[config.mk]
export PLATFORM = sky130hd
export DESIGN_NAME = pot_two_wire_command_slave
export DESIGN_NICKNAME = d
export VERILOG_FILES = /design/src/pot_pkg.sv /design/src/tap_decoder.sv /design/src/pot_two_wire_command_slave.sv
export SDC_FILE = /design/constraint.sdc
export NUM_CORES = 1
export LEC_CHECK = 0
export ABC_CLOCK_PERIOD_IN_PS = 2700
export BUFFER_PORTS_ARGS = -buffer_cell sky130_fd_sc_hd__buf_2
export CORE_AREA = 2 2 403 405
export DETAILED_ROUTE_END_ITERATION = 16
export DIE_AREA = 0 0 405 407
export PLACE_DENSITY_LB_ADDON = 0.12
export SLEW_MARGIN = 20
export SYNTH_ARGS = -nofsm -noshare
export SYNTH_HDL_FRONTEND = slang
export SYNTH_SLANG_ARGS = --single-unit
[constraint.sdc]
create_clock -name ref_clk -period 2.7 [get_ports ref_clk]
set_clock_uncertainty 0.15 [all_clocks]
set_input_delay 0.27 -clock ref_clk [delete_from_list [all_inputs] [get_ports ref_clk]]
set_output_delay 0.27 -clock ref_clk [all_outputs]
set_load 0.02 [all_outputs]
[src/pot_pkg.sv]
// package for the two-wire potentiometer command slave
// assumes a 50 MHz ref_clk that oversamples the serial clock
`default_nettype none
package pot_pkg;
  localparam int WIPER_W = 10;
  localparam int TAPS = 1024;
  localparam int NUM_SETTINGS = 4;
  localparam logic [3:0] DEVICE_TYPE_FIELD = 4'hA; // arbitrary value
  localparam logic [2:0] OP_READ_WIPER = 3'h4;
  localparam logic [2:0] OP_WRITE_WIPER = 3'h5;
  localparam logic [2:0] OP_READ_SETTING = 3'h5;
  localparam logic [2:0] OP_WRITE_SETTING = 3'h6;
  localparam logic [2:0] OP_COPY_TO_WIPER = 3'h6;
  localparam logic [2:0] OP_COPY_TO_SETTING = 3'h7;
  localparam int OPCODE_MSB = 7;
  localparam int SEL_MSB = 3;
  localparam int ADDR_STRAP_MSB = 2;
  localparam logic [WIPER_W-1:0] SETTING_RESET = 10'h000;
  localparam int CLK_HZ = 50000000;
  localparam int NV_WRITE_MS = 10;
  // longest time, rounded down
  localparam int NV_WRITE_CYCLES = (CLK_HZ / 1000) * NV_WRITE_MS;
endpackage
`default_nettype wire

[src/tap_decoder.sv]
// one-hot tap switch decoder for the wiper position
// assumes the position input is a stable register value
`default_nettype none
module tap_decoder
  import pot_pkg::*;
#(
  parameter int W = WIPER_W
)
(
  input wire logic ref_clk,
  input wire logic reset_n,
  input wire logic [W-1:0] position,
  output logic [(1<<W)-1:0] tap_enable
);
  logic [(1<<W)-1:0] onehot_d;

  // binary to one-hot, exactly one bit ever set
  always_comb
  begin
    onehot_d = '0;
    onehot_d[position] = 1'b1;
  end

  // registered so a position change never shows two taps
  always_ff @(posedge ref_clk)
  begin
    if (!reset_n)
      tap_enable <= {{((1<<W)-1){1'b0}}, 1'b1};
    else
      tap_enable <= onehot_d;
  end
endmodule
`default_nettype wire

[src/pot_two_wire_command_slave.sv]
// two-wire slave and command interpreter for a digital potentiometer
// assumes scl and sda_in come from pins, asynchronous to ref_clk
`default_nettype none
// Notes on behaviour
// - wiper position decodes to one-hot tap
// - never two tap enables at once
// - data changes only while clock low
// - watch start, ignore bus until seen
// - sender releases data, receiver acks ninth
// - ack matching address, instruction, data bytes
// - stop after nonvolatile write starts write cycle
// - no address ack while writing
// - top address nibble is device type
// - two address bits must match straps
// - address lsb one means read
// - select bits pick one of four settings
// - read, opcode 100 returns wiper position
// - write, opcode 101 loads wiper position
// - read, opcode 101 returns selected setting
// - write, opcode 110 writes selected setting
// - read, opcode 110 copies setting to wiper
// - write, opcode 111 copies wiper to setting
// - sample on scl rise, shift after fall
// - write protect low blocks nonvolatile writes
// - power-up loads wiper from setting zero
// - nonvolatile write ends within bounded time
module pot_two_wire_command_slave
  import pot_pkg::*;
#(
  parameter int WRITE_CYCLES = NV_WRITE_CYCLES
)
(
  input wire logic ref_clk,
  input wire logic reset_n,
  input wire logic scl,
  input wire logic sda_in,
  output logic sda_out,
  output logic sda_oe,
  input wire logic addr_strap_hi,
  input wire logic addr_strap_lo,
  input wire logic write_protect_n,
  output logic [TAPS-1:0] tap_enable,
  output logic [WIPER_W-1:0] wiper_position,
  output logic busy
);
  typedef enum logic [2:0] {
    ST_IDLE, ST_ADDR, ST_INSTR, ST_WDATA, ST_RDATA, ST_ACK, ST_RACK, ST_WAIT
  } phase_e;

  typedef struct packed {
    logic [1:0] scl_s;       // scl synchroniser
    logic [1:0] sda_s;       // sda synchroniser
    logic [1:0][2:0] pins_s; // straps and protect, two flops
    logic scl_p;             // previous synced scl
    logic sda_p;             // previous synced sda
    phase_e phase;           // protocol phase
    phase_e after_ack;       // phase after ack bit
    logic [3:0] bit_cnt;     // bits in current byte
    logic [7:0] shift;       // byte shift register
    logic read_dir;          // address lsb
    logic [2:0] opcode;      // instruction opcode
    logic [1:0] sel;         // setting select
    logic byte_idx;          // data byte index
    logic [1:0] hi_bits;     // first data byte bits
    logic ack_drive;         // pull sda low
    logic nv_pending;        // stop starts nv write
    logic [WIPER_W-1:0] nv_value;
    logic [31:0] wr_cnt;     // write cycle counter
    logic booted;            // power-up load done
    logic [WIPER_W-1:0] wiper;
    logic [NUM_SETTINGS-1:0][WIPER_W-1:0] setting;
  } state_s;

  state_s q, d;
  logic scl_rise, scl_fall, start_seen, stop_seen;
  logic [7:0] byte_in;
  logic [WIPER_W-1:0] sel_setting;

  // edges from synced copies only
  assign scl_rise = q.scl_s[1] & ~q.scl_p;
  assign scl_fall = ~q.scl_s[1] & q.scl_p;
  assign start_seen = q.scl_s[1] & q.scl_p & q.sda_p & ~q.sda_s[1];
  assign stop_seen = q.scl_s[1] & q.scl_p & ~q.sda_p & q.sda_s[1];
  assign byte_in = {q.shift[6:0], q.sda_s[1]};
  assign sel_setting = q.setting[q.sel];

  // next-state logic
  always_comb
  begin
    d = q;
    d.scl_s = {q.scl_s[0], scl};
    d.sda_s = {q.sda_s[0], sda_in};
    d.scl_p = q.scl_s[1];
    d.sda_p = q.sda_s[1];
    d.pins_s = {q.pins_s[0], {addr_strap_hi, addr_strap_lo, write_protect_n}};
    // power-up recall
    if (!q.booted)
    begin
      d.wiper = q.setting[0];
      d.booted = 1'b1;
    end
    // internal write timer, inputs ignored meanwhile
    if (q.wr_cnt != 32'h0)
    begin
      d.wr_cnt = q.wr_cnt - 32'h1;
      if (q.wr_cnt == 32'h1)
        d.setting[q.sel] = q.nv_value;
    end
    if (q.wr_cnt != 32'h0)
    begin
      // busy: bus released, no address ack
      d.phase = ST_IDLE;
      d.ack_drive = 1'b0;
    end
    else if (stop_seen)
    begin
      d.phase = ST_IDLE;
      d.ack_drive = 1'b0;
      if (q.nv_pending)
      begin
        d.nv_pending = 1'b0;
        d.wr_cnt = (WRITE_CYCLES < 1) ? 32'h1 : 32'(WRITE_CYCLES);
      end
    end
    else if (start_seen)
    begin
      // every command begins here
      d.phase = ST_ADDR;
      d.bit_cnt = 4'h0;
      d.ack_drive = 1'b0;
      d.nv_pending = 1'b0;
    end
    else
    begin
      unique case (q.phase)
        ST_IDLE, ST_WAIT:
        begin
          d.ack_drive = 1'b0;
        end
        ST_ADDR, ST_INSTR, ST_WDATA:
        begin
          if (scl_rise)
          begin
            d.shift = byte_in;
            d.bit_cnt = q.bit_cnt + 4'h1;
            if (q.bit_cnt == 4'h7)
            begin
              d.bit_cnt = 4'h0;
              d.after_ack = ST_WAIT;
              d.phase = ST_ACK;
              if (q.phase == ST_ADDR)
              begin
                if (byte_in[7:4] == DEVICE_TYPE_FIELD &&
                    byte_in[ADDR_STRAP_MSB:1] ==
                      q.pins_s[1][2:1])
                begin
                  d.read_dir = byte_in[0];
                  d.after_ack = ST_INSTR;
                end
                else
                  d.phase = ST_WAIT;
              end
              else if (q.phase == ST_INSTR)
              begin
                d.opcode = byte_in[OPCODE_MSB -: 3];
                d.sel = byte_in[SEL_MSB -: 2];
                d.byte_idx = 1'b0;
                d.after_ack = ST_WAIT;
                if (q.read_dir)
                begin
                  if (d.opcode == OP_READ_WIPER || d.opcode == OP_READ_SETTING)
                    d.after_ack = ST_RDATA;
                  else if (d.opcode == OP_COPY_TO_WIPER)
                    d.wiper = q.setting[byte_in[SEL_MSB -: 2]];
                end
                else if (d.opcode == OP_WRITE_WIPER || d.opcode == OP_WRITE_SETTING)
                  d.after_ack = ST_WDATA;
                else if (d.opcode == OP_COPY_TO_SETTING && q.pins_s[1][0])
                begin
                  d.nv_value = q.wiper;
                  d.nv_pending = 1'b1;
                end
              end
              else
              begin
                // data byte received
                d.byte_idx = 1'b1;
                d.after_ack = q.byte_idx ? ST_WAIT : ST_WDATA;
                if (!q.byte_idx)
                  d.hi_bits = byte_in[1:0];
                else if (q.opcode == OP_WRITE_WIPER)
                  d.wiper = {q.hi_bits, byte_in};
                else if (q.pins_s[1][0])
                begin
                  d.nv_value = {q.hi_bits, byte_in};
                  d.nv_pending = 1'b1;
                end
              end
            end
          end
        end
        ST_ACK:
        begin
          // drive low after fall, release after ninth clock
          if (scl_fall)
          begin
            d.ack_drive = ~q.ack_drive;
            if (q.ack_drive)
            begin
              d.phase = q.after_ack;
              if (q.after_ack == ST_RDATA)
              begin
                d.shift = {6'h00, (q.opcode == OP_READ_WIPER) ?
                  q.wiper[9:8] : sel_setting[9:8]};
                d.ack_drive = ~d.shift[7];
              end
            end
          end
        end
        ST_RDATA:
        begin
          // shift out msb first, change only after fall
          if (scl_fall)
          begin
            d.bit_cnt = q.bit_cnt + 4'h1;
            d.shift = {q.shift[6:0], 1'b0};
            d.ack_drive = ~q.shift[6];
            if (q.bit_cnt == 4'h7)
            begin
              d.bit_cnt = 4'h0;
              d.ack_drive = 1'b0; // release for master ack
              d.phase = ST_RACK;
            end
          end
        end
        ST_RACK:
        begin
          // master ack on ninth rise decides next byte
          if (scl_rise)
          begin
            d.phase = ST_WAIT;
            if (!q.sda_s[1] && !q.byte_idx)
            begin
              d.byte_idx = 1'b1;
              d.phase = ST_ACK;
              d.after_ack = ST_RDATA;
            end
          end
          else if (scl_fall && q.phase == ST_RACK && q.byte_idx)
            d.phase = ST_WAIT;
        end
      endcase
      // second read byte loads low bits on its own first fall
      if (q.phase == ST_ACK && q.after_ack == ST_RDATA && q.byte_idx && scl_fall)
      begin
        d.phase = ST_RDATA;
        d.shift = (q.opcode == OP_READ_WIPER) ? q.wiper[7:0] : sel_setting[7:0];
        d.ack_drive = ~d.shift[7];
      end
    end
  end

  // state register
  always_ff @(posedge ref_clk)
  begin
    if (!reset_n)
    begin
      q <= '0;
      q.scl_s <= 2'h3;
      q.sda_s <= 2'h3;
      q.scl_p <= 1'b1;
      q.sda_p <= 1'b1;
      q.phase <= ST_IDLE;
      q.after_ack <= ST_IDLE;
      q.setting <= {NUM_SETTINGS{SETTING_RESET}};
    end
    else
      q <= d;
  end

  // open drain: only ever pull low, never drive scl
  assign sda_out = 1'b0;
  assign sda_oe = q.ack_drive;
  assign wiper_position = q.wiper;
  assign busy = (q.wr_cnt != 32'h0);

  tap_decoder #(
    .W(WIPER_W)
  ) u_taps (
    .ref_clk(ref_clk),
    .reset_n(reset_n),
    .position(q.wiper),
    .tap_enable(tap_enable)
  );
endmodule
`default_nettype wire

==> results.sh <==
export IMPL_fin_total_pwr_mw=37.3
export IMPL_drt_wl_total_um=161000
export IMPL_setup_tns_ns=0
export IMPL_fin_crit_sh_pct=94.3
export IMPL_core_mm2=0.160
export IMPL_netlist_instances=3150
export IMPL_async_flop_share_pct=0
export IMPL_finalCriticalPeriod_ns=2.55
export IMPL_dieArea_mm2=0.165
export IMPL_cts_max_level=4
export IMPL_area_sequential_mm2=0.0232
export IMPL_drc=0
export IMPL_nets=4235
export IMPL_synth_edf_count=0
export IMPL_ant_nets=0
export IMPL_fp_dieW_um=405
export IMPL_cp_max_fo=14
export IMPL_row_count=147
export IMPL_fmax_mhz=393
export IMPL_start_util_pct=20.4
export IMPL_rsz0062_at_grt="no"
export IMPL_tritoncts="built"
export IMPL_min_path_type="register to register"
export IMPL_clk_latency_ns=0.76
export IMPL_path_cells="buf_4, or3b_2, or2_2, o21ai_0, nand2_1, a21oi_1"
export IMPL_multi_input_area_mm2=0.00866
export IMPL_critPathSlowestCell="or3b_2"
export IMPL_hold_viol=0
export IMPL_post_route_cells_drive_above_1_share_pct=35.4
export IMPL_ys_flop_type="dfxtp_1"
export IMPL_clk_path_buf_depth=3
export IMPL_path_delay_family="simple AND/OR/NAND/NOR gates"
export IMPL_antenna_found_initial=12
export IMPL_switching_share_pct=23.5
export IMPL_final_setup_viol_count=0
export IMPL_post_route_cell_area_mm2=0.0462
export IMPL_critPathKind="register to register"
export IMPL_vias=25700
export IMPL_grt_pass1_wl_um=213000
export IMPL_slowest_delay_ns=0.60
export IMPL_switchingPower_mw=8.78
export IMPL_ys_top_cells_by_area="dfxtp_1, nor2_1, mux2i_1"
export IMPL_cts_made_buffers=131
export IMPL_slew_headroom_pct=50.9
export IMPL_hold_slack_ns=0.256
export IMPL_p_seq_share_pct=46.4
export IMPL_drtIter0Drc=1675
export IMPL_synth_top_area_share_pct=70.7
export IMPL_grt_pass1_vias=24800
export IMPL_synthesis_nets=3161
export IMPL_yosys_register_bits=1157
export IMPL_routabilityCongestion=0.790
export IMPL_first_pass_iters=8
export IMPL_p_per_area_mw_per_mm2=809
export IMPL_area_delta_synth_final_pct=41.0
export IMPL_dpl_cell_count=6233
export IMPL_clk_pin_slew_ns=0.06
export IMPL_grt_overflow=0
export IMPL_tightest_slew_ns=0.736
export IMPL_critPathBufInv=1
export IMPL_fp_dieH_um=407
export IMPL_portBuffers=1042
export IMPL_pwr_share_clk_pct=49.2
export IMPL_synthesis_area_mm2=0.0327
export IMPL_post_drt_wl_per_cell_um=24.8
export IMPL_status="complete, no violations"
export IMPL_cp_data_required_time_ns=3.16
export IMPL_maxCapViolCount=0
export IMPL_cts_sinks=1157
export IMPL_io_pins=1044
export IMPL_ys_seq_area_share_pct=70.7
export IMPL_start_kind="register"
export IMPL_vdd_drop_max_v=0.000567
export IMPL_placed_cell_area_mm2=0.0414
export IMPL_grt_max_degree=97
export IMPL_leakagePower_nw=20.4
export IMPL_grt_use_total_pct=18.7
export IMPL_drv_slew=0
export IMPL_cp_end_kind="register"
export IMPL_pwr_share_comb_pct=4.3
export IMPL_fillCellCount=16900
export IMPL_crit_arrival_ns=3.00
export IMPL_final_cells=6486
export IMPL_viasPerCell=3.97
export IMPL_syn_avg_cell_area_um2=10.4
export IMPL_synthMostInstantiatedCell="dfxtp_1"
export IMPL_synth_top_cells_by_count="dfxtp_1, nor2_1, clkbuf_1"
export IMPL_hpwl_um=113000
export IMPL_ys_warn_count=0
export IMPL_synth_top_area_cell="dfxtp_1"
export IMPL_internal_power_mw=28.6
export IMPL_synthDistinctLibCells=73
export IMPL_cts_root_buf="clkbuf_16"
[routing by layer]
metal | global-route usage, % | vias to the layer above | share of wire (%)
met5 | 0 | - | 0
met4 | 6.01 | 0 | 2.9
met3 | 5.41 | 195 | 7.3
met2 | 32.4 | 937 | 50
met1 | 22.1 | 12500 | 40
li1 | - | 12100 | -
[layout by cell type (no fill, tap or decap), types with 8 or more instances in the layout]
master / instances
dfxtp_1: 1154
nor2_1: 1066
buf_2: 1041
clkbuf_16: 133
buf_4: 121
nand2_1: 119
mux2i_1: 74
nand2_2: 59
a21oi_1: 50
buf_12: 41
clkbuf_8: 32
o21ai_0: 26
clkbuf_1: 24
nor3_1: 22
mux4_2: 20
clkinv_2: 18
o31ai_1: 17
nand2b_1: 16
nand3_1: 16
inv_1: 15
or4_1: 12
a211oi_1: 12
or3_1: 12
dlygate4sd3_1: 11
and2_1: 9
nor2b_1: 9
nand3b_1: 9
o211ai_1: 9
and3_1: 8
o22ai_1: 8
[layout make-up]
cell class / count / share of cell area (%)
Timing Repair Buffer: 1214 / 15.3
Clock buffer: 189 / 8.36
Clock inverter: 43 / 1.41
Inverter: 16 / 0.136
Antenna cell: 3 / 0.0163
Multi-Input combinational cell: 1704 / 18.8
Sequential cell: 1157 / 50.2
Tap cell: 2160 / 5.86
[kinds of logic after synthesis]
| kind of cell | synth area share [%] |
|---|---|
| AO/OA/AOI/OAI | 3.63 |
| multiplexers | 3.71 |
| buffers and inverters | 3.46 |
| adder cells (fa/ha/maj) | 0.153 |
| other | 0.0115 |
| flip-flops | 70.7 |
| AND/OR/NAND/NOR | 18.1 |
| XOR/XNOR | 0.241 |
[metrics by stage]
stage / util, % / setup slack (ns)
after detailed placement: 25.9 / 0.107
final: 28.8 / 0.153
after global placement: 25.9 / -0.000493
after global routing: 28.8 / 0.0134
after CTS: 28.8 / 0.0414
after floorplan: - / 0.400
[power by group through the flow]
stage          Clock (mW)  Sequential [mW]  Combinational (mW)
2_1_floorplan           0             17.7                1.06
3_3_place_gp            0             17.7                1.55
3_5_place_dp            0             17.7                1.54
4_1_cts              18.9             17.3                1.59
5_1_grt              19.6             17.3                1.78
6_report             18.4             17.3                1.62
[registers in the layout, summed over array words and instances (netlist names)]
name	count
q	108
wiper_position	10
byte_in	8
u_taps.tap_enable	1024
d	6
sda_oe	1
[final timing paths]
path	from	end	slack, ns	cells after the start
min	d[131]	byte_in[0]	0.26	1
min reg2reg	d[131]	byte_in[0]	0.26	1
max reg2reg	q[121]	wiper_position[3]	0.15	6
max	q[121]	wiper_position[3]	0.15	6
[repair_timing]
item / CTS / global route
pin swaps: 4 / 5
hold buffers: 11 / 0
endpoints found under the setup margin: 1 / 2
buffers inserted: 3 / 5
resized for setup: 7 / 3
hold endpoints to repair: 45 / 0
No activity file was read; power rests on OpenSTA's default activity.
